### src/ocp_pkg.sv
// Purpose: constants and types for the two-stage overcurrent decision logic
// Assumes: currents arrive as unsigned samples in a common scale
// Notes: register map on APB, one aligned 32-bit word each
package ocp_pkg;
  localparam int CLK_HZ = 25000000;
  localparam int CUR_W = 16;
  localparam int TIM_W = 32;
  // Register byte offsets
  localparam logic [7:0] REG_CTRL = 8'h00;
  localparam logic [7:0] REG_LOW_THR = 8'h04;
  localparam logic [7:0] REG_HIGH_THR = 8'h08;
  localparam logic [7:0] REG_LOW_TIME = 8'h0C;
  localparam logic [7:0] REG_HIGH_TIME = 8'h10;
  localparam logic [7:0] REG_STATUS = 8'h14;
  localparam logic [7:0] REG_CMD = 8'h18;
  // Control register fields
  localparam int CTRL_SG1_LSB = 0;
  localparam int CTRL_SG2_LSB = 8;
  localparam int CTRL_SGB_LSB = 16;
  localparam int CTRL_HINF_BIT = 24;
  localparam logic [31:0] CTRL_RST = 32'h0000_0000;
  localparam logic [31:0] LOW_THR_RST = 32'h0000_FFFF;
  localparam logic [31:0] HIGH_THR_RST = 32'h0000_FFFF;
  localparam logic [31:0] LOW_TIME_RST = 32'h0000_0064;
  localparam logic [31:0] HIGH_TIME_RST = 32'h0000_0064;
  // Command register: bit0 first clear command, bit1 second clear command
  localparam int CMD_CLR_A_BIT = 0;
  localparam int CMD_CLR_B_BIT = 1;
  // Time base: one tick per millisecond
  localparam int TICK_MS = 1;
  localparam int TICK_CYC = CLK_HZ / 1000 * TICK_MS;
  localparam int INRUSH_MS = 60;
  localparam int INRUSH_TICKS = INRUSH_MS / TICK_MS;
  // Inrush ratios in sixty-fourths: 0.12 -> 8/64 rounded, 3.0, 2.0
  localparam int RATIO_LOW_X64 = 8;
  localparam int RATIO_ON_X64 = 192;
  localparam int RATIO_OFF_X64 = 128;
  // Range multipliers applied to delay setting (ms per step)
  localparam int RANGE_X1 = 1;
  localparam int RANGE_X10 = 10;
  localparam int RANGE_X100 = 100;

  typedef struct packed {
    logic [CUR_W-1:0] ph3;
    logic [CUR_W-1:0] ph2;
    logic [CUR_W-1:0] ph1;
  } ocp_cur_t;

  typedef struct packed {
    logic start;
    logic trip;
  } ocp_stage_t;

  typedef enum logic [1:0] {
    OCP_IND_OFF,
    OCP_IND_YELLOW,
    OCP_IND_RED
  } ocp_ind_t;
endpackage : ocp_pkg

### src/ocp_stage.sv
// Purpose: one overcurrent stage: compare, time, start and trip
// Assumes: tick is a one-cycle pulse per millisecond
// Notes: trip latching and indicators live in the top module
`timescale 1ns/1ns
`default_nettype none
module ocp_stage
  import ocp_pkg::*;
(
  input wire logic sys_clk,
  input wire logic rst_n,
  input wire logic tick,
  input wire ocp_cur_t cur,
  input wire logic [CUR_W:0] thr,
  input wire logic block,
  input wire logic [TIM_W-1:0] delay_ticks,
  output ocp_stage_t st
);
  logic over;
  logic [TIM_W-1:0] cnt;

  assign over = !block && (({1'b0, cur.ph1} > thr) ||
    ({1'b0, cur.ph2} > thr) || ({1'b0, cur.ph3} > thr));

  always_ff @(posedge sys_clk or negedge rst_n)
  begin
    if (!rst_n)
      cnt <= '0;
    else if (!over)
      cnt <= '0;
    else if (tick && cnt < delay_ticks)
      cnt <= cnt + 1'b1;
  end

  always_ff @(posedge sys_clk or negedge rst_n)
  begin
    if (!rst_n)
      st <= '0;
    else
    begin
      st.start <= over;
      st.trip <= over && cnt >= delay_ticks;
    end
  end
endmodule : ocp_stage
`default_nettype wire

### src/ocp_top.sv
// Purpose: two-stage phase overcurrent decision logic with APB registers
// Assumes: phase currents synchronous to sys_clk, unsigned magnitudes
// Notes: inverse curve formulas are approximated by a scaled delay
`timescale 1ns/1ns
`default_nettype none
module ocp_top
  import ocp_pkg::*;
(
  input wire logic sys_clk,
  input wire logic nrst,
  input wire logic psel,
  input wire logic penable,
  input wire logic pwrite,
  input wire logic [7:0] paddr,
  input wire logic [31:0] pwdata,
  output logic [31:0] prdata,
  output logic pready,
  output logic pslverr,
  input wire logic [CUR_W-1:0] phase_current_1,
  input wire logic [CUR_W-1:0] phase_current_2,
  input wire logic [CUR_W-1:0] phase_current_3,
  input wire logic external_block_line_1,
  input wire logic external_block_line_2,
  input wire logic external_block_line_3,
  input wire logic reset_button,
  input wire logic step_button,
  output logic low_stage_start_out,
  output logic high_stage_start_out,
  output logic low_stage_trip_out,
  output logic high_stage_trip_out,
  output logic autoreclose_start_1,
  output logic autoreclose_start_2,
  output ocp_ind_t low_indicator,
  output ocp_ind_t high_indicator
);
  // ==========================================================
  // Reset release
  logic [1:0] rst_sync;
  logic rst_n;
  always_ff @(posedge sys_clk or negedge nrst)
  begin
    if (!nrst)
      rst_sync <= 2'b00;
    else
      rst_sync <= {rst_sync[0], 1'b1};
  end
  assign rst_n = rst_sync[1];

  // ==========================================================
  // Registers
  logic [31:0] ctrl, low_thr_reg, high_thr_reg, low_time, high_time;
  logic [7:0] front_switch_group, indicator_mode_switches;
  logic [7:0] board_block_select_switches;
  logic high_infinite;
  logic wr, rd, clr_cmd;
  logic [31:0] status;

  assign front_switch_group = ctrl[CTRL_SG1_LSB +: 8];
  assign indicator_mode_switches = ctrl[CTRL_SG2_LSB +: 8];
  assign board_block_select_switches = ctrl[CTRL_SGB_LSB +: 8];
  assign high_infinite = ctrl[CTRL_HINF_BIT];
  assign wr = psel && penable && pwrite;
  assign rd = psel && !pwrite;
  assign pready = 1'b1;
  assign clr_cmd = wr && paddr == REG_CMD &&
    (pwdata[CMD_CLR_A_BIT] || pwdata[CMD_CLR_B_BIT]);

  always_ff @(posedge sys_clk or negedge rst_n)
  begin
    if (!rst_n)
    begin
      ctrl <= CTRL_RST;
      low_thr_reg <= LOW_THR_RST;
      high_thr_reg <= HIGH_THR_RST;
      low_time <= LOW_TIME_RST;
      high_time <= HIGH_TIME_RST;
    end
    else if (wr)
    begin
      case (paddr)
        REG_CTRL: ctrl <= pwdata;
        REG_LOW_THR: low_thr_reg <= pwdata;
        REG_HIGH_THR: high_thr_reg <= pwdata;
        REG_LOW_TIME: low_time <= pwdata;
        REG_HIGH_TIME: high_time <= pwdata;
        default: ;
      endcase
    end
  end

  always_ff @(posedge sys_clk or negedge rst_n)
  begin
    if (!rst_n)
    begin
      prdata <= 32'h0000_0000;
      pslverr <= 1'b0;
    end
    else
    begin
      pslverr <= 1'b0;
      if (rd && !penable)
      begin
        case (paddr)
          REG_CTRL: prdata <= ctrl;
          REG_LOW_THR: prdata <= low_thr_reg;
          REG_HIGH_THR: prdata <= high_thr_reg;
          REG_LOW_TIME: prdata <= low_time;
          REG_HIGH_TIME: prdata <= high_time;
          REG_STATUS: prdata <= status;
          REG_CMD: prdata <= 32'h0000_0000;
          default: prdata <= 32'h0000_0000;
        endcase
      end
      if (psel && !penable)
        pslverr <= paddr > REG_CMD || paddr[1:0] != 2'b00;
    end
  end

  // ==========================================================
  // Millisecond tick
  logic [15:0] tick_cnt;
  logic tick;
  assign tick = tick_cnt == 16'(TICK_CYC - 1);
  always_ff @(posedge sys_clk or negedge rst_n)
  begin
    if (!rst_n)
      tick_cnt <= 16'h0000;
    else if (tick)
      tick_cnt <= 16'h0000;
    else
      tick_cnt <= tick_cnt + 16'h0001;
  end

  // ==========================================================
  // Blocking and autoreclose routing
  ocp_cur_t cur;
  logic [2:0] ext;
  logic low_stage_block_in, high_stage_block_in;
  ocp_stage_t low_st, high_st;
  assign cur = '{ph3: phase_current_3, ph2: phase_current_2,
    ph1: phase_current_1};
  assign ext = {external_block_line_3, external_block_line_2,
    external_block_line_1};
  assign low_stage_block_in =
    |(ext & board_block_select_switches[2:0]);
  assign high_stage_block_in =
    |(ext & board_block_select_switches[5:3]);
  assign autoreclose_start_1 = board_block_select_switches[6] ?
    high_st.start : low_st.start;
  assign autoreclose_start_2 = board_block_select_switches[7] ?
    high_st.start : low_st.start;

  // ==========================================================
  // Inrush detection
  logic [CUR_W-1:0] max_cur;
  logic [CUR_W+7:0] max_x64, lthr_x64;
  logic below_low, above_on, below_off;
  logic armed, inrush, inrush_now;
  logic [7:0] win;
  always_comb
  begin
    max_cur = phase_current_1;
    if (phase_current_2 > max_cur)
      max_cur = phase_current_2;
    if (phase_current_3 > max_cur)
      max_cur = phase_current_3;
  end
  assign max_x64 = {max_cur, 6'b0} + (CUR_W+8)'(0);
  assign lthr_x64 = {8'h00, low_thr_reg[CUR_W-1:0]};
  assign below_low = max_x64 < (CUR_W+8)'(lthr_x64 * RATIO_LOW_X64);
  assign above_on = max_x64 > (CUR_W+8)'(lthr_x64 * RATIO_ON_X64);
  assign below_off = max_x64 < (CUR_W+8)'(lthr_x64 * RATIO_OFF_X64);

  always_ff @(posedge sys_clk or negedge rst_n)
  begin
    if (!rst_n)
    begin
      armed <= 1'b0;
      win <= 8'h00;
    end
    else if (below_low)
    begin
      armed <= 1'b1;
      win <= 8'h00;
    end
    else if (armed && tick)
    begin
      win <= win + 8'h01;
      if (win >= 8'(INRUSH_TICKS - 1))
        armed <= 1'b0;
    end
  end

  always_ff @(posedge sys_clk or negedge rst_n)
  begin
    if (!rst_n)
      inrush <= 1'b0;
    else if (armed && above_on)
      inrush <= 1'b1;
    else if (below_off)
      inrush <= 1'b0;
  end
  // Look-ahead: without it the high stage sees one undoubled cycle
  assign inrush_now = (armed && above_on) || (inrush && !below_off);

  // ==========================================================
  // Thresholds and delays
  logic [CUR_W:0] low_thr, high_thr;
  logic [1:0] lrange, hrange;
  logic [TIM_W-1:0] low_delay, high_delay;
  logic [TIM_W-1:0] low_step, high_step;
  assign low_thr = {1'b0, low_thr_reg[CUR_W-1:0]};
  // Switch 6 picks scale of the high setting: range 2.5-20 or 0.5-4.0
  always_comb
  begin
    if (high_infinite)
      high_thr = {1'b1, {CUR_W{1'b1}}};
    else if (front_switch_group[5])
      high_thr = {1'b0, high_thr_reg[CUR_W-1:0]};
    else
      high_thr = {1'b0, high_thr_reg[CUR_W-1:0]} * 17'd5;
    if (front_switch_group[4] && inrush_now && !high_infinite)
      high_thr = {high_thr[CUR_W-1:0], 1'b0};
  end

  assign lrange = front_switch_group[1:0];
  assign hrange = front_switch_group[7:6];
  always_comb
  begin
    case (hrange)
      2'b00: high_step = TIM_W'(RANGE_X1);
      2'b01: high_step = TIM_W'(RANGE_X10);
      default: high_step = TIM_W'(RANGE_X100);
    endcase
    if (front_switch_group[2])
      // Curve groups as scale factors; true inverse shape left out
      case (lrange)
        2'b00: low_step = TIM_W'(RANGE_X1);
        2'b01: low_step = TIM_W'(RANGE_X1 * 2);
        2'b10: low_step = TIM_W'(RANGE_X10);
        default: low_step = TIM_W'(RANGE_X10 * 2);
      endcase
    else
      case (lrange)
        2'b00: low_step = TIM_W'(RANGE_X1);
        2'b01: low_step = TIM_W'(RANGE_X10);
        default: low_step = TIM_W'(RANGE_X100);
      endcase
  end
  assign low_delay = TIM_W'(low_time[15:0] * low_step[15:0]);
  assign high_delay = TIM_W'(high_time[15:0] * high_step[15:0]);

  ocp_stage u_low (
    .sys_clk(sys_clk),
    .rst_n(rst_n),
    .tick(tick),
    .cur(cur),
    .thr(low_thr),
    .block(low_stage_block_in),
    .delay_ticks(low_delay),
    .st(low_st)
  );
  ocp_stage u_high (
    .sys_clk(sys_clk),
    .rst_n(rst_n),
    .tick(tick),
    .cur(cur),
    .thr(high_thr),
    .block(high_stage_block_in),
    .delay_ticks(high_delay),
    .st(high_st)
  );

  // ==========================================================
  // Outputs, latching and indicators
  logic low_trip_l, high_trip_l, trip_clr, ind_clr;
  logic [3:0] ind_hold;
  logic [3:0] ind_src;
  assign trip_clr = clr_cmd || (reset_button && step_button);
  assign ind_clr = clr_cmd || reset_button;
  assign low_stage_start_out = low_st.start;
  assign high_stage_start_out = high_st.start;
  assign low_stage_trip_out = low_st.trip || low_trip_l;
  assign high_stage_trip_out = high_st.trip || high_trip_l;

  always_ff @(posedge sys_clk or negedge rst_n)
  begin
    if (!rst_n)
    begin
      low_trip_l <= 1'b0;
      high_trip_l <= 1'b0;
    end
    else
    begin
      // Set beats clear so a new trip is never lost
      low_trip_l <= front_switch_group[3] &&
        (low_st.trip || (low_trip_l && !trip_clr));
      high_trip_l <= front_switch_group[3] &&
        (high_st.trip || (high_trip_l && !trip_clr));
    end
  end

  assign ind_src = {high_st.trip, high_st.start, low_st.trip, low_st.start};
  // Order: low start, low trip, high start, high trip
  genvar gi;
  generate
    for (gi = 0; gi < 4; gi++)
    begin : g_ind
      always_ff @(posedge sys_clk or negedge rst_n)
      begin
        if (!rst_n)
          ind_hold[gi] <= 1'b0;
        else if (ind_src[gi])
          ind_hold[gi] <= 1'b1;
        else if (ind_clr)
          ind_hold[gi] <= 1'b0;
        else if (!indicator_mode_switches[gi] && (gi % 2) == 0)
          ind_hold[gi] <= 1'b0;
      end
    end
  endgenerate

  // Red trip memory persists until cleared; protection never waits on it
  always_comb
  begin
    if (ind_hold[1])
      low_indicator = OCP_IND_RED;
    else if (ind_hold[0])
      low_indicator = OCP_IND_YELLOW;
    else
      low_indicator = OCP_IND_OFF;
    if (ind_hold[3])
      high_indicator = OCP_IND_RED;
    else if (ind_hold[2])
      high_indicator = OCP_IND_YELLOW;
    else
      high_indicator = OCP_IND_OFF;
  end

  assign status = {21'h00000, inrush, high_indicator, low_indicator,
    high_stage_trip_out, low_stage_trip_out, high_st.start, low_st.start,
    high_stage_block_in, low_stage_block_in};

  // ==========================================================
  // Checks
  property p_start_follows;
    @(posedge sys_clk) disable iff (!rst_n)
      (!low_stage_block_in && phase_current_1 > low_thr_reg[CUR_W-1:0] &&
       $stable(low_stage_block_in)) |=> low_stage_start_out;
  endproperty
  a_start_follows: assert property (p_start_follows)
    else $error("low start missing");
  property p_block_low;
    @(posedge sys_clk) disable iff (!rst_n)
      $past(low_stage_block_in) |-> !low_st.start;
  endproperty
  a_block_low: assert property (p_block_low)
    else $error("blocked low stage started");
  property p_block_high;
    @(posedge sys_clk) disable iff (!rst_n)
      $past(high_stage_block_in) |-> !high_st.start;
  endproperty
  a_block_high: assert property (p_block_high)
    else $error("blocked high stage started");
  property p_trip_red;
    @(posedge sys_clk) disable iff (!rst_n)
      low_st.trip |=> low_indicator == OCP_IND_RED;
  endproperty
  a_trip_red: assert property (p_trip_red)
    else $error("trip without red");
  property p_red_stays;
    @(posedge sys_clk) disable iff (!rst_n)
      (low_indicator == OCP_IND_RED && !ind_clr) |=>
        low_indicator == OCP_IND_RED;
  endproperty
  a_red_stays: assert property (p_red_stays)
    else $error("red dropped without clear");
  property p_latch;
    @(posedge sys_clk) disable iff (!rst_n)
      (front_switch_group[3] && low_stage_trip_out && !trip_clr &&
       $stable(front_switch_group)) |=> low_stage_trip_out;
  endproperty
  a_latch: assert property (p_latch)
    else $error("latched trip fell");
  property p_inf;
    @(posedge sys_clk) disable iff (!rst_n)
      high_infinite [*2] |-> !high_st.start;
  endproperty
  a_inf: assert property (p_inf)
    else $error("infinite high stage started");
  property p_drop;
    @(posedge sys_clk) disable iff (!rst_n)
      !low_stage_start_out |-> !low_st.trip;
  endproperty
  a_drop: assert property (p_drop)
    else $error("trip without start");
  property p_inrush_end;
    @(posedge sys_clk) disable iff (!rst_n)
      (below_off && !(armed && above_on)) |=> !inrush;
  endproperty
  a_inrush_end: assert property (p_inrush_end)
    else $error("inrush held below 2x");
  c_low_trip: cover property (@(posedge sys_clk) low_stage_trip_out);
  c_high_trip: cover property (@(posedge sys_clk) high_stage_trip_out);
  c_inrush: cover property (@(posedge sys_clk) inrush);
endmodule : ocp_top
`default_nettype wire

### config.mk
export PLATFORM = sky130hd
export DESIGN_NAME = ocp_top
export DESIGN_NICKNAME = d
export VERILOG_FILES = /design/src/ocp_pkg.sv /design/src/ocp_stage.sv /design/src/ocp_top.sv
export SDC_FILE = /design/constraint.sdc
export NUM_CORES = 1
export LEC_CHECK = 0
export ABC_AREA = 1
export BUFFER_PORTS_ARGS = -buffer_cell sky130_fd_sc_hd__buf_2
export CAP_MARGIN = 30
export CORE_MARGIN = 3
export CORE_UTILIZATION = 65
export CTS_BUF_LIST = sky130_fd_sc_hd__clkbuf_8
export DETAILED_ROUTE_END_ITERATION = 7
export PLACE_DENSITY = 0.93
export SLEW_MARGIN = 15
export SYNTH_ARGS = -nofsm -noshare
export SYNTH_HDL_FRONTEND = slang
export SYNTH_SLANG_ARGS = --single-unit
export TNS_END_PERCENT = 10
### constraint.sdc
create_clock -name sys_clk -period 13 [get_ports sys_clk]
set_clock_uncertainty 0.15 [all_clocks]
set_input_delay 0.65 -clock sys_clk [delete_from_list [all_inputs] [get_ports sys_clk]]
set_output_delay 0.65 -clock sys_clk [all_outputs]
set_load 0.02 [all_outputs]
* Word-level counts from Yosys, hierarchy flattened
Cells that the tools add are included.
** Word-level totals
- Logic and storage cells :: 163
- Register bits :: 295
** Cells by class
- Equal/unequal tests :: 14
- $mul :: 4
- $add $sub $neg :: 4
- Order comparisons :: 17
- Mux-type cells :: 38
- Reduce and logical (&&, ||, !) cells :: 60
- Bitwise operators :: 2
** Operators by type and width (number)
- 32-bit case mux with 6 select lines :: 1
- 32-bit 2-to-1 mux :: 4
- 16-bit > comparator :: 5
- 32-bit by 1-bit adder with 32-bit output, second input constant :: 2
- 32-bit greater-or-equal comparator :: 2
- 32-bit < comparator :: 2
- 16-bit by 16-bit multiplier with 32-bit output :: 2
- 16-bit 2-to-1 mux :: 4
- 16-bit by 17-bit > comparator with 1-bit output :: 3
- 17-bit 2-to-1 mux :: 3
- 7-bit case mux with 2 select lines :: 2
- 8-bit by 5-bit == test with 1-bit output, second input constant :: 3
- 22-bit by 24-bit > comparator with 1-bit output :: 1
- 1-bit logical AND :: 23
- 22-bit by 23-bit < comparator with 1-bit output :: 1
- 22-bit by 19-bit < comparator with 1-bit output :: 1
- 1-bit 2-to-1 mux :: 19
- 16-bit by 2-bit multiplier with 18-bit output, second input constant :: 1
- 16-bit by 3-bit multiplier with 17-bit output, second input constant :: 1
- 16-bit by 1-bit adder with 16-bit output, second input constant :: 1
- 16-bit by 15-bit == test with 1-bit output, second input constant :: 1
- 8-bit by 4-bit == test with 1-bit output, second input constant :: 2
- 8-bit 2-to-1 mux :: 2
- 5-bit case mux with 3 select lines :: 1
- 17 further kinds :: 52

* Depth between registers and ports, before layout
Gate-level depths: netlist of the first run.
- Depth after elaboration :: 16
- Depth in mapped cells :: 60
- Mapped depth without buffers :: 55

* By module
From an unflattened synthesis of the first run, not the netlist that was laid out.
** Second synthesis, totals
- Cells, all modules :: 3959
- Area total of the unflattened synthesis :: 29520.8 µm²
** By module, submodules not included
- ocp_top :: cells each 2555, instances 1, seq. area each 5728.0 µm², area each 20364.5 µm²
- ocp_stage :: cells each 702, instances 2, seq. area each 850.8 µm², area each 4578.1 µm²

* Least setup slack after synthesis of the first run
Ideal clock, no wire load.
- Kind :: reg2reg
- Start point :: reg ctrl[0]
- End point :: reg u_low.cnt[22]
- Path slack :: 3894 ps
- Buffers on the path :: 1
- Cell stages (with the launch flop) :: 55
- Setup time :: 64 ps
- Arrival time :: 8892 ps
- Cells stage by stage :: dfrtp_1 > inv_1 > ha_1 > o21ai_0 > o21ai_0 > inv_1 > clkbuf_1 > nand2_1 > fa_1 > inv_1 > fa_1 > ha_1 > inv_1 > fa_1 > inv_1 > ha_1 > inv_1 > fa_1 > (+19 left out) > nand4_1 > o221ai_1 > a21oi_1 > a21boi_1 > nand2_1 > nand2_1 > nand3_1 > nor3_2 > and3_1 > nand2_1 > nor2_1 > nand2_1 > nor3_2 > nand2_1 > nor2_1 > nand2_1 > a21oi_1 > o21a_1
** On the way
- Word-level cells in the longest chain between the ends :: 7
- Elaborated cells on any way between the ends :: 10
- Those cells by class :: mul: 1; order compare: 1; eq/ne: 3; mux: 3; reduce/logical: 2
** RTL lines
- start, declared :: RTL line ocp_top.sv:51 : logic [31:0] ctrl, low_thr_reg, high_thr_reg, low_time, high_time;
- start signal, assigned :: RTL line ocp_top.sv:81 : REG_CTRL: ctrl <= pwdata;
- 2-bit == test, or another cell as far along :: RTL line ocp_top.sv:237 : case (lrange)
- 5-bit case mux with 3 select lines / 7-bit case mux with 2 select lines (equally long branches) :: RTL line ocp_top.sv:237, ocp_top.sv:244
- 16-bit 2-to-1 mux * :: RTL line ocp_top.sv:235 : if (front_switch_group[2])
- 16-bit by 16-bit multiplier with 32-bit output * :: RTL line ocp_top.sv:250 : assign low_delay = TIM_W'(low_time[15:0] * low_step[15:0]);
- 32-bit < comparator * :: RTL line ocp_stage.sv:30 : else if (tick && cnt < delay_ticks)
- 1-bit logical AND * :: RTL line ocp_stage.sv:30
- 2-bit inequality test (no line) *
- end signal, assigned :: RTL line ocp_stage.sv:31 : cnt <= cnt + 1'b1;
- end, declared :: RTL line ocp_stage.sv:19 : logic [TIM_W-1:0] cnt;
Mark *: on every way between the ends. The rest lies on a longest branch, timed or not.
A chain may end at the register's enable or synchronous reset.

* Final worst setup path of the first run
Ends and elaborated chain as after synthesis.

==> results.json, run 1 <==
{
  "period_minus_slack_ns": 10.46,
  "rsz0062_at_grt": "false",
  "syn_area_sq_mm": 0.0265,
  "swShare": 0.304,
  "initial_core_util": 0.663,
  "setup_viol_count_final": 0,
  "critPathRequiredTime_ns": 13.40,
  "wl_mm": 75.4,
  "finalMaxSlewViolations": 0,
  "post-place-ws_ns": 2.73,
  "cp-end-kind": "register",
  "r2r_slack_ns": 2.54,
  "hold_viol_final": 0,
  "dpl.hpwl_mm": 57.5,
  "via_count": 24300,
  "grt_pass1_vias": 24200,
  "die-area_sq_mm": 0.0433,
  "worst_pin_slew_ns": 0.991,
  "clock_latency_ns": 0.63,
  "switchingPower_mw": 0.695,
  "status": "complete, but fails checks",
  "synth_ff_type": "dfrtp_1",
  "final_common_cell": "nand2_1",
  "crit_top_cell": "a21oi_1",
  "viasPerCell": 6.11,
  "syn_to_final_growth_pct": 9.11,
  "drtPass1Iterations": 8,
  "wl_per_cell_um": 18.9,
  "worstRegToRegCells": 53,
  "violations": "DRC",
  "critPathMaxFanout": 12,
  "pwr-share-comb": 0.176,
  "timing.rr.start": "ctrl[0]",
  "power.leakage_nw": 15.0,
  "die_w_um": 208,
  "ys_seq_area_frac": 0.280,
  "timing.fmax_mhz": 95.6,
  "path_depth": 53,
  "crit_family": "adder cells",
  "clock_sinks": 295,
  "grt_max_degree": 145,
  "mostFrequentLayoutCells": "nand2_1, inv_1, ha_1, o21ai_0, dfrtp_1",
  "ant_nets": 0,
  "timing.final.crit_share": 0.804,
  "r2r_end": "u_low.cnt[22]",
  "crit_type": "reg -> reg",
  "clk_pin_slew_ns": 0.07,
  "track_usage": 0.340,
  "pwr-share-clk": 0.404,
  "tns_ns": 0,
  "setup.worst_path.start_class": "register",
  "drc_errors": 3,
  "die_h_um": 208,
  "drive_gt1_frac": 0.0881,
  "rows": 73,
  "io_pins": 142,
  "gr-total-overflow": 0,
  "ys_ff_latch": 295,
  "cts_tree": "done",
  "critPathMaxStageDelay_ns": 0.53,
  "yosysWarningCount": 0,
  "syn_inst": 3295,
  "maxSlewHeadroom": 0.322,
  "cts-root-buf": "clkbuf_8",
  "antenna_found_initial": 0,
  "fin_ws_ns": 2.54,
  "grt_pass1_wl_mm": 120,
  "hold_class": "reg -> async",
  "cp_data_arrival_time_ns": 10.85,
  "crit_slowest_cell": "fa_1",
  "drt_first_iter_violations": 2514,
  "async_flop_share": 1.00,
  "p_int_mw": 1.59,
  "port_buffers": 140,
  "endpoint": "u_low.cnt[22]",
  "drv_cap": 0,
  "ir_drop_uv": 102,
  "insertedDiodeCount": 0,
  "cts_buffer_depth": 3,
  "path_buf_inv": 8,
  "core_area_sq_mm": 0.0400,
  "cts_buffers": 48,
  "gp_congestion": 1.02,
  "h-tree-depth": 2,
  "power.density_mw_per_mm2": 79.1,
  "synthDistinctLibCells": 59,
  "seqPwrFrac": 0.421,
  "avgSynthCellArea_sq_um": 8.05,
  "cp-startpoint": "ctrl[0]",
  "synth_edf_count": 0,
  "layout.nets": 4055
}
worst min-delay path by stage:
stage	startpoint	end	slack (ns)
after floorplan	rst_sync[0]	rst_sync[1]	0.18
final	rst_sync[1]	low_time[21]	0.04
after global placement	rst_sync[0]	rst_sync[1]	0.19
after global routing	rst_sync[1]	prdata[18]	0.06
after detailed placement	rst_sync[0]	rst_sync[1]	0.20
after CTS	psel	pslverr	0.13
cells in the mapped netlist, drive strengths merged, types with 4 or more instances:
master   instances  area, sq um
nor4            22          144
clkbuf          76          285
dfrtp          257         6430
a31oi            5         31.3
xnor2           31          272
a2111oi          8         70.1
o22ai           16          100
a21oi          201         1010
nor3            40          220
o31ai            8         60.1
o2111ai          6         52.6
inv            525         1970
xor2            46          403
buf              7         67.6
a21o            11         82.6
dfstp           38          998
ha             411         5140
o211ai          12         95.1
o21ai          338         1710
o221ai           6         52.6
fa             123         2460
a22o            15          131
nor2           247          927
nand4           30          188
o21a            12         90.1
o21bai          16          128
and3             4         25.0
nand3           81          410
nand2          633         2390
a32o            15          150
a211oi          26          195
timing repair:
| item | 4_1_cts | 5_1_grt |
|---|---|---|
| gates resized for setup | 0 | 0 |
| endpoints found under the hold margin | 2 | 0 |
| hold buffers | 1 | 0 |
| buffers inserted | 0 | 0 |
worst reg2reg max path, delay by kind of cell (launching register included):
family	cells	cell delay, ns
DFF	1	0.43
adders and majority gates	9	3.32
xor gates and xnor gates	1	0.16
and+or+nand+nor	14	2.19
buffers and inverters	8	0.77
AOI/OAI and AO/OA	21	3.32
metal layers:
| metal | GRT usage | up-vias | part of all wire |
|---|---|---|---|
| met5 | 0 | - | 0 |
| met4 | 0.174 | 0 | 0.059 |
| met3 | 0.0701 | 357 | 0.096 |
| met2 | 0.562 | 1374 | 0.47 |
| met1 | 0.425 | 11400 | 0.38 |
| li1 | - | 11200 | - |
cell families after synthesis:
group,share of synthesized area
xor+xnor,0.0254
mux,0.000755
compound gates,0.154
other cells,0.000141
buf+inv,0.0880
fa+ha+maj,0.287
flops,0.280
simple gates,0.165
power by group through the flow:
stage	clock (mW)	combinational, mW	sequential, mW
after floorplan	0	0.254	0.984
after global placement	0	0.367	0.980
after detailed placement	0	0.383	0.982
after CTS	0.927	0.387	0.966
after global routing	0.972	0.455	0.966
final	0.924	0.402	0.963
metrics by stage:
step / utilization / power [mW] / hold WS [ns] / cells / area (sq um)
after floorplan: - / 1.24 / 0.181 / 3296 / 26500
after global placement: 0.691 / 1.35 / 0.190 / 3888 / 27700
after global routing: 0.724 / 2.39 / 0.0615 / 3988 / 28900
final: 0.724 / 2.29 / 0.0448 / 3988 / 28900
after CTS: 0.722 / 2.28 / 0.127 / 3985 / 28900
after detailed placement: 0.694 / 1.36 / 0.199 / 3894 / 27800
area by class of cell:
cell class,count,area (sq um)
Tap cell,525,657
Inverter,528,1980
Clock buffer,55,757
Timing Repair Buffer,160,976
Clock inverter,35,343
Fill cell,2840,11100
Sequential cell,295,7430
Multi-Input combinational cell,2390,16800
(Power assumes the default switching activity.)
==> run 2, diff against run 1 <==
--- a/config.mk
+++ b/config.mk
@@ -9,10 +9,10 @@
 export BUFFER_PORTS_ARGS = -buffer_cell sky130_fd_sc_hd__buf_2
 export CAP_MARGIN = 30
 export CORE_MARGIN = 3
-export CORE_UTILIZATION = 65
+export CORE_UTILIZATION = 58
 export CTS_BUF_LIST = sky130_fd_sc_hd__clkbuf_8
 export DETAILED_ROUTE_END_ITERATION = 7
-export PLACE_DENSITY = 0.93
+export PLACE_DENSITY = 0.88
 export SLEW_MARGIN = 15
 export SYNTH_ARGS = -nofsm -noshare
 export SYNTH_HDL_FRONTEND = slang
==> constraint.sdc (replaced) <==
create_clock -name sys_clk -period 9.1 [get_ports sys_clk]
set_clock_uncertainty 0.15 [all_clocks]
set_input_delay 0.455 -clock sys_clk [delete_from_list [all_inputs] [get_ports sys_clk]]
set_output_delay 0.455 -clock sys_clk [all_outputs]
set_load 0.02 [all_outputs]
==> run 2 against run 1 <==
  * The run ends with setup timing left
  * Global-route usage fell by 2.7 points
  * Design area rose by 3.9%
  * Register-to-register slack worse by 2.6 ns
  * Hold slack got worse by 0.018 ns
  * Sequential share of layout area fell by 0.95 points
  * Flip-flop and latch count stayed put
  * Core utilization down 5.1 points
  * Via count rose by 1.4%
  * Total power grew 40%
  * Critical path type unchanged
  * Largest cell class unchanged
  * Largest power group unchanged
==> results.json, run 2 (synthesized netlist as in run 1, its figures left out) <==
{
  "dpl.cell_count": 4033,
  "die-area_sq_mm": 0.0483,
  "worstRegToRegCells": 57,
  "worst_pin_slew_ns": 0.932,
  "status": "complete, but fails checks",
  "die_w_um": 220,
  "cp-startpoint": "ctrl[1]",
  "final_area_sq_mm": 0.0301,
  "violations": "setup timing",
  "cts_buffers": 48,
  "ant_nets": 0,
  "via_count": 24700,
  "power.leakage_nw": 15.5,
  "crit_top_cell": "nand2_1",
  "drv_cap": 0,
  "crit_slowest_cell": "fa_1",
  "viasPerCell": 5.94,
  "drc_errors": 0,
  "die_h_um": 220,
  "cts_tree": "done",
  "hold_class": "in -> reg",
  "worst_hold_slack_ns": 0.0270,
  "clock_sinks": 295,
  "io_pins": 142,
  "port_buffers": 140,
  "mostFrequentLayoutCells": "nand2_1, inv_1, ha_1, o21ai_0, dfrtp_1",
  "power.density_mw_per_mm2": 107,
  "core_area_sq_mm": 0.0447,
  "timing.fmax_mhz": 110,
  "tns_ns": -0.0344,
  "syn_to_final_growth_pct": 13.3,
  "hold_depth": 3,
  "grt_pass1_wl_mm": 121,
  "cts-root-buf": "clkbuf_8",
  "finalMaxSlewViolations": 0,
  "cp_data_arrival_time_ns": 9.48,
  "post_dp_cell_area_sq_mm": 0.0284,
  "dpl.hpwl_mm": 58.0,
  "maxSlewHeadroom": 0.379,
  "timing.rr.start": "ctrl[1]",
  "critPathRequiredTime_ns": 9.45,
  "final_common_cell": "nand2_1",
  "wl_per_cell_um": 18.6,
  "grt_pass1_vias": 24100,
  "grt_max_degree": 157,
  "cts_buffer_depth": 3,
  "drive_gt1_frac": 0.133,
  "h-tree-depth": 2,
  "drtPass1Iterations": 6,
  "hold_viol_final": 0,
  "clock_latency_ns": 0.62,
  "timing.final.crit_share": 1.00,
  "r2r_end": "u_low.cnt[24]",
  "gr-total-overflow": 0,
  "fin_ws_ns": -0.0248,
  "layout.nets": 4157,
  "cp-end-kind": "register",
  "ir_drop_uv": 136,
  "drt_first_iter_violations": 2421,
  "clk_pin_slew_ns": 0.07,
  "rsz0062_at_grt": "true",
  "post-place-ws_ns": -0.255,
  "fin_cells": 4155,
  "period_minus_slack_ns": 9.12,
  "gp_congestion": 0.983,
  "initial_core_util": 0.594,
  "critPathMaxFanout": 10,
  "wl_mm": 77.3,
  "utilization": 0.673,
  "setup_viol_count_final": 2,
  "setup.worst_path.start_class": "register",
  "hold_end": "ctrl[29]",
  "p_total_mw": 3.21,
  "rows": 77,
  "track_usage": 0.313,
  "r2r_slack_ns": -0.02,
  "worstHoldStart": "pwdata[29]",
  "antenna_found_initial": 0,
  "crit_type": "reg -> reg",
  "critPathMaxStageDelay_ns": 0.56
}
-- run 2: routing by layer --
layer	vias up	track usage	part of all wire
li1	11400	-	-
met1	11600	0.390	0.38
met2	1400	0.507	0.46
met3	303	0.0694	0.10
met4	0	0.170	0.059
met5	-	0	0
-- run 2: layout make-up --
type	instances	area [sq um]
multi-input combinational	2390	17100
clock inverter	31	238
sequential	295	7430
fill	3371	14600
timing repair buffer	262	1760
antenna	1	2.50
clock buffer	56	771
tap	592	741
inverter	528	1990
-- run 2: where the power goes --
| group | internal, mW | switching, mW | leakage [nW] | total (mW) |
|---|---|---|---|---|
| sequential | 1.35 | 0.0291 | 3.91 | 1.38 |
| clock | 0.654 | 0.576 | 0.574 | 1.23 |
| combinational | 0.220 | 0.384 | 11.0 | 0.604 |
| total | 2.22 | 0.990 | 15.5 | 3.21 |
-- run 2: how the worst max path moves through the flow --
stage | depth (start not counted) | slack, ns | endpoint
2_1_floorplan | 55 | 0.04 | u_low.cnt[22]
3_3_place_gp | 53 | 0.06 | u_low.cnt[22]
3_5_place_dp | 53 | -0.26 | u_low.cnt[22]
4_1_cts | 50 | 0.01 | u_low.cnt[24]
5_1_grt | 57 | -0.55 | u_low.cnt[24]
6_report | 57 | -0.02 | u_low.cnt[24]
-- run 2: critical path, delay by kind of cell, from the launching register on --
kind | cells | cell delay [ns]
buffers and inverters | 12 | 0.94
flip-flops | 1 | 0.40
AO/OA/AOI/OAI | 12 | 1.59
XOR/XNOR | 1 | 0.17
adder cells (fa/ha/maj) | 9 | 3.27
AND/OR/NAND/NOR | 23 | 2.45
-- run 2: timing repair --
item                                   CTS  global route
gates resized for setup                 17            89
setup endpoints to repair               13            33
pin swaps                                4            38
endpoints found under the hold margin   11             0
setup buffers                            9            13
hold buffers                            10             0
